$ cat config.mk
export PLATFORM = sky130hd
export DESIGN_NAME = orta_bank
export DESIGN_NICKNAME = d
export VERILOG_FILES = /design/src/hw/orta_bank.v
export VERILOG_INCLUDE_DIRS = /design/src /design/src/hw
export SDC_FILE = /design/constraint.sdc
export NUM_CORES = 1
export LEC_CHECK = 0
export ABC_CLOCK_PERIOD_IN_PS = 2930
export BUFFER_PORTS_ARGS = -buffer_cell sky130_fd_sc_hd__clkbuf_2
export CORE_MARGIN = 8
export CORE_UTILIZATION = 30
export CTS_CLUSTER_DIAMETER = 150
export DETAILED_ROUTE_END_ITERATION = 8
export REMOVE_ABC_BUFFERS = 1
export SLEW_MARGIN = 20
export SYNTH_ARGS = -nofsm -noshare
export SYNTH_HDL_FRONTEND = slang
export SYNTH_SLANG_ARGS = --single-unit
$ cat constraint.sdc
create_clock -name clk -period 2.93 [get_ports clk]
set_input_delay 0.4395 -clock clk [delete_from_list [all_inputs] [get_ports clk]]
set_output_delay 0.4395 -clock clk [all_outputs]
set_load 0.01 [all_outputs]
$ cat src/hw/orta_defs.vh
`ifndef ORTA_DEFS_VH
`define ORTA_DEFS_VH
`define ORTA_ANALOG_BASE 8'h80
`define ORTA_ANALOG_LAST 8'h93
`define ORTA_TEMP_UP_LO 8'h94
`define ORTA_TEMP_UP_HI 8'h95
`define ORTA_TEMP_LO_LO 8'h96
`define ORTA_TEMP_LO_HI 8'h97
`define ORTA_UP_LO_RST 8'hFF
`define ORTA_UP_HI_RST 8'h0F
`define ORTA_LO_LO_RST 8'h00
`define ORTA_LO_HI_RST 8'h00
`define ORTA_TUP_LO_RST 8'hFF
`define ORTA_TUP_HI_RST 8'h07
`define ORTA_TLO_LO_RST 8'h00
`define ORTA_TLO_HI_RST 8'h08
`define ORTA_NUM_CH 5
`define ORTA_NUM_BYTES 24
`define ORTA_CH_TEMP 3'h5
`endif

$ cat src/hw/orta_bank.v
`timescale 1ns/1ns
`default_nettype none
`include "orta_defs.vh"
module orta_bank (
	input wire clk,
	input wire rst,
	input wire reg_wr,
	input wire reg_rd,
	input wire [7:0] reg_addr,
	input wire [7:0] reg_wdata,
	output reg [7:0] reg_rdata,
	input wire status_rd,
	input wire result_valid,
	input wire [2:0] result_ch,
	input wire [11:0] result_data,
	output reg [4:0] channel_alarm_flag,
	output reg temp_over_flag,
	output reg temp_under_flag,
	output reg global_alarm_flag
);
	// Byte storage: index = addr - 0x80; 0..19 analog, 20..23 temperature
	reg [7:0] bytes_q [0:`ORTA_NUM_BYTES-1];
	reg [7:0] rdata_d;
	reg [7:0] offset_d;
	reg [4:0] idx;
	reg hit;
	reg [4:0] ch_d;
	reg tover_d;
	reg tunder_d;
	reg alarm_any;
	integer j;

	// Assembled bounds, one pair per channel
	wire [11:0] up_0;
	wire [11:0] lo_0;
	wire [11:0] up_1;
	wire [11:0] lo_1;
	wire [11:0] up_2;
	wire [11:0] lo_2;
	wire [11:0] up_3;
	wire [11:0] lo_3;
	wire [11:0] up_4;
	wire [11:0] lo_4;
	wire [11:0] t_up;
	wire [11:0] t_lo;

	// Window results, taken only with the strobe
	wire [4:0] win_out;
	wire t_over;
	wire t_under;

	function [11:0] bound;
		input [7:0] lo;
		input [7:0] hi;
		begin
			bound = {hi[3:0], lo};
		end
	endfunction

	function out_u;
		input [11:0] v;
		input [11:0] up;
		input [11:0] lo;
		begin
			out_u = (v > up) || (v < lo);
		end
	endfunction

	function over_s;
		input [11:0] v;
		input [11:0] lim;
		begin
			over_s = $signed(v) > $signed(lim);
		end
	endfunction

	function under_s;
		input [11:0] v;
		input [11:0] lim;
		begin
			under_s = $signed(v) < $signed(lim);
		end
	endfunction

	// Reset value of each byte
	function [7:0] rst_val;
		input [4:0] k;
		begin
			case (k)
				5'h14: rst_val = `ORTA_TUP_LO_RST;
				5'h15: rst_val = `ORTA_TUP_HI_RST;
				5'h16: rst_val = `ORTA_TLO_LO_RST;
				5'h17: rst_val = `ORTA_TLO_HI_RST;
				default: begin
					case (k[1:0])
						2'h0: rst_val = `ORTA_UP_LO_RST;
						2'h1: rst_val = `ORTA_UP_HI_RST;
						2'h2: rst_val = `ORTA_LO_LO_RST;
						default: rst_val = `ORTA_LO_HI_RST;
					endcase
				end
			endcase
		end
	endfunction

	always @* begin
		offset_d = reg_addr - `ORTA_ANALOG_BASE;
		idx = offset_d[4:0];
		hit = (reg_addr >= `ORTA_ANALOG_BASE) && (reg_addr <= `ORTA_TEMP_LO_HI);
	end

	always @(posedge clk) begin
		if (rst) begin
			for (j = 0; j < `ORTA_NUM_BYTES; j = j + 1) begin
				bytes_q[j] <= rst_val(j[4:0]);
			end
		end else if (reg_wr && hit) begin
			bytes_q[idx] <= reg_wdata;
		end
	end

	always @* begin
		rdata_d = 8'h00;
		if (hit) begin
			rdata_d = bytes_q[idx];
		end
	end

	always @(posedge clk) begin
		if (rst) begin
			reg_rdata <= 8'h00;
		end else if (reg_rd) begin
			reg_rdata <= rdata_d;
		end
	end

	assign up_0 = bound(bytes_q[0], bytes_q[1]);
	assign lo_0 = bound(bytes_q[2], bytes_q[3]);

	assign up_1 = bound(bytes_q[4], bytes_q[5]);
	assign lo_1 = bound(bytes_q[6], bytes_q[7]);

	assign up_2 = bound(bytes_q[8], bytes_q[9]);
	assign lo_2 = bound(bytes_q[10], bytes_q[11]);

	assign up_3 = bound(bytes_q[12], bytes_q[13]);
	assign lo_3 = bound(bytes_q[14], bytes_q[15]);

	assign up_4 = bound(bytes_q[16], bytes_q[17]);
	assign lo_4 = bound(bytes_q[18], bytes_q[19]);

	assign t_up = bound(bytes_q[20], bytes_q[21]);
	assign t_lo = bound(bytes_q[22], bytes_q[23]);

	assign win_out[0] = out_u(result_data, up_0, lo_0);
	assign win_out[1] = out_u(result_data, up_1, lo_1);
	assign win_out[2] = out_u(result_data, up_2, lo_2);
	assign win_out[3] = out_u(result_data, up_3, lo_3);
	assign win_out[4] = out_u(result_data, up_4, lo_4);

	assign t_over = over_s(result_data, t_up);
	assign t_under = under_s(result_data, t_lo);

	always @* begin
		ch_d = channel_alarm_flag;
		tover_d = temp_over_flag;
		tunder_d = temp_under_flag;
		if (result_valid && (result_ch == 3'h0)) begin
			ch_d[0] = win_out[0];
		end

		if (result_valid && (result_ch == 3'h1)) begin
			ch_d[1] = win_out[1];
		end

		if (result_valid && (result_ch == 3'h2)) begin
			ch_d[2] = win_out[2];
		end

		if (result_valid && (result_ch == 3'h3)) begin
			ch_d[3] = win_out[3];
		end

		if (result_valid && (result_ch == 3'h4)) begin
			ch_d[4] = win_out[4];
		end
		if (result_valid && (result_ch == `ORTA_CH_TEMP)) begin
			tover_d = t_over;
			tunder_d = t_under;
		end
		alarm_any = (|ch_d) || tover_d || tunder_d;
	end

	always @(posedge clk) begin
		if (rst) begin
			channel_alarm_flag <= 5'h00;
			temp_over_flag <= 1'b0;
			temp_under_flag <= 1'b0;
			global_alarm_flag <= 1'b0;
		end else begin
			channel_alarm_flag <= ch_d;
			temp_over_flag <= tover_d;
			temp_under_flag <= tunder_d;
			if (alarm_any) begin
				global_alarm_flag <= 1'b1;
			end else if (status_rd) begin
				global_alarm_flag <= 1'b0;
			end
		end
	end
endmodule
`default_nettype wire

==> results_dict.tcl <==
set metrics [dict create \
    clkTransAtPathRegs_ns 0.06 \
    r2r_slack_ns 0.40 \
    synth_area_um2 15100 \
    hold_path_depth 4 \
    yosysWarnings 0 \
    routed_wl_um 44800 \
    port-buffer-count 52 \
    yosysSeqAreaShare_pct 51.3 \
    irDropWorstVdd_v 0.000322 \
    crit_path_top_delay_cell "a2111oi_0" \
    period_needed_ns 2.53 \
    fp-row-count 82 \
    finalCritPeriodShare_pct 86.3 \
    layout_setup_ws_ns 0.402 \
    cts_resized 0 \
    final_cell_mix "edfxtp_1, inv_1, ha_1, and2_1, or3_1" \
    nNetsFinal 1553 \
    num_io_pins 53 \
    slew_viol_final 0 \
    fp.dieW_um 241 \
    rsz0062_at_grt "false" \
    cp.arrival_ns 2.99 \
    r2r-start "bytes_q[15][1]$_SDFFCE_PN0P_" \
    cts_tree "built" \
    path_max_fanout 2 \
    critPathLaunchType "register" \
    worstHoldEndpoint "global_alarm_flag$_SDFFE_PP0P_" \
    clkPwrFrac_pct 39.3 \
    final_layout_size_suffix_gt1_share_pct 17.6 \
    cts_buffer_depth 3 \
    grt_util_all_layers_pct 15.4 \
    synth.distinct_cells 58 \
    dp_hpwl_um 32700 \
    met3_usage_pct 3.15 \
    grt_start_max_net_pins 41 \
    dp.cells 2019 \
    cp-end-kind "register" \
    fmax_ghz 0.396 \
    clk_latency_ns 0.56 \
    via_per_inst 4.97 \
    seq_power_share_pct 48.3 \
    use_met2_pct 25.4 \
    slowest_delay_ns 0.46 \
    coreArea_um2 50000 \
    wl_per_cell_um 21.6 \
    power.total_mw 9.20 \
    synth-edff-count 248 \
    worst_pin_slew_ns 0.962 \
    power_density_nw_per_um2 522 \
    root_buffer "clkbuf_16" \
    skew_ns 0.0151 \
    drtPass1Iterations 5 \
    final_common_cell "edfxtp_1" \
    top_usage_layer "met2" \
    hold_path_class "in -> reg" \
    crit_chain "inv_1 > ha_1 > a21o_1 > a21o_1 > a2111oi_0 > o21ai_0 > a31oi_1 > o22ai_1 > a41oi_1" \
    grt_overflow 0 \
    gp_congestion 0.866 \
    hp-start "status_rd" \
    ant_nets 0 \
    grt_pass1_vias 10700 \
    setup-tns-final_ns 0 \
    vias 10300 \
    slew_headroom_pct 35.9 \
    numClockSinks 264 \
    power.switching_mw 2.26 \
    syn_to_final_growth_pct 16.3 \
    critPathKind "reg -> reg" \
    ys.flop_type "edfxtp_1" \
    dieArea_um2 57900 \
    p_leak_nw 7.09 \
    dr.first_iter.drc_count 930 \
    max_cap_violations 0 \
    synth.avg_cell_area_um2 12.3 \
    cts_max_level 1 \
    route.detailed.drc 0 \
    hold_viol_final 0 \
    hold_buffers 0 \
    use_met1_pct 19.8 \
    initial_core_util_pct 30.3 \
    async_flop_share_pct 0 \
    p_int_mw 6.94 \
    setup_viol 0 \
    antenna_found_initial 6 \
    place_ws_ns 0.116 \
    die_h_um 241 \
    required_ns 3.39 \
    switching_share_pct 24.5 \
    cts_inserted_buffers 29 \
    syn_inst 1230 \
    r2r_end "global_alarm_flag$_SDFFE_PP0P_" \
    post_cts_buffers 0 \
    ys_seq_elements 264 \
    fin_cells 2074 \
    outcome "complete, no violations" \
    combPwrFrac_pct 12.3 \
    grt_first_pass_wirelength_um 66300 \
    r2r_cells 9 \
    timing.critical_path.mode_cell "a21o_1" \
]
[cells by family (layout without fill, tap and decap cells)]
logic type	count (synthesis)	in the layout	share of synthesized area, %
compound gates	153	153	6.48
simple gates	396	396	14.7
buf+inv	202	314	5.61
fa+ha+maj	138	138	11.4
other cells	1	61	0.0248
mux	76	76	10.5
flops	264	264	51.3
[critical path: cells and delay by family (launching register included)]
kind,cells,cell delay [ns]
buffers and inverters,1,0.08
AOI/OAI and AO/OA,7,1.69
adders and majority gates,1,0.23
DFF,1,0.43
[through the flow]
| stage | cell area [um2] | hold slack (ns) | util, % |
|---|---|---|---|
| after floorplan | 15000 | 0.484 | - |
| after global placement | 16700 | 0.478 | 33.4 |
| after detailed placement | 16700 | 0.482 | 33.4 |
| after CTS | 17600 | 0.321 | 35.2 |
| after global routing | 17600 | 0.365 | 35.2 |
| final | 17600 | 0.355 | 35.3 |
[layer usage]
metal  vias to the layer above  routed length (um)
met5                         -                   0
met4                         0                1630
met3                        84                3580
met2                       366               20500
met1                      5062               19000
li1                       4792                   -
[power by group through the flow]
stage / logic (mW) / clock network (mW) / registers [mW]
floorplan: 0.619 / 0 / 4.46
finish: 1.13 / 3.62 / 4.45
global placement: 1.09 / 0 / 4.52
detailed placement: 1.13 / 0 / 4.53
CTS: 1.14 / 3.69 / 4.45
global route: 1.25 / 3.83 / 4.47
[sequential cells by signal, summed over array words and instances (netlist names)]
signal,flops
bytes_q,248
reg_rdata,8
channel_alarm_flag,5
global_alarm_flag,1
temp_over_flag,1
temp_under_flag,1
[layout make-up]
class,instances,area [um2]
diodes,5,12.5
multi-input cells,819,6740
clock buffers,32,737
well taps,672,841
repair buffers,121,796
flip-flops and latches,264,7770
inverters,143,537
clock inverters,18,189
fillers,4884,32300
[synth_stat cells, drive strengths merged (5+ instances only)]
cell	number	share of area (%)
a31oi	5	0.21
or2	20	0.83
and2	121	5.0
mux4	64	9.7
nand4	22	0.91
inv	143	3.5
ha	138	11
a2111oi	11	0.68
dfxtp	16	2.1
nand2b	5	0.21
o211ai	6	0.30
nor3	16	0.53
nor2	52	1.3
o22ai	16	0.66
or3	73	3.0
nand2	44	1.1
mux2	7	0.52
o21ai	18	0.59
mux2i	5	0.33
clkbuf	44	1.1
buf	15	0.95
edfxtp	248	49
a21oi	51	1.7
nor2b	11	0.45
nand3	13	0.43
o21bai	7	0.35
a21o	12	0.59
a211oi	11	0.55
[worst max-delay path by stage]
stage	start	end	slack [ns]
after CTS	bytes_q[2][5]$_SDFFCE_PN0P_	global_alarm_flag$_SDFFE_PP0P_	0.46
after global placement	reg_addr[1]	reg_rdata[4]$_SDFFE_PP0P_	0.17
after global routing	bytes_q[21][3]$_SDFFCE_PN0P_	global_alarm_flag$_SDFFE_PP0P_	0.18
after floorplan	reg_addr[5]	bytes_q[0][0]$_SDFFCE_PN1P_	0.50
final	bytes_q[15][1]$_SDFFCE_PN0P_	global_alarm_flag$_SDFFE_PP0P_	0.40
after detailed placement	result_data[1]	global_alarm_flag$_SDFFE_PP0P_	0.12
(Power assumes the default switching activity.)
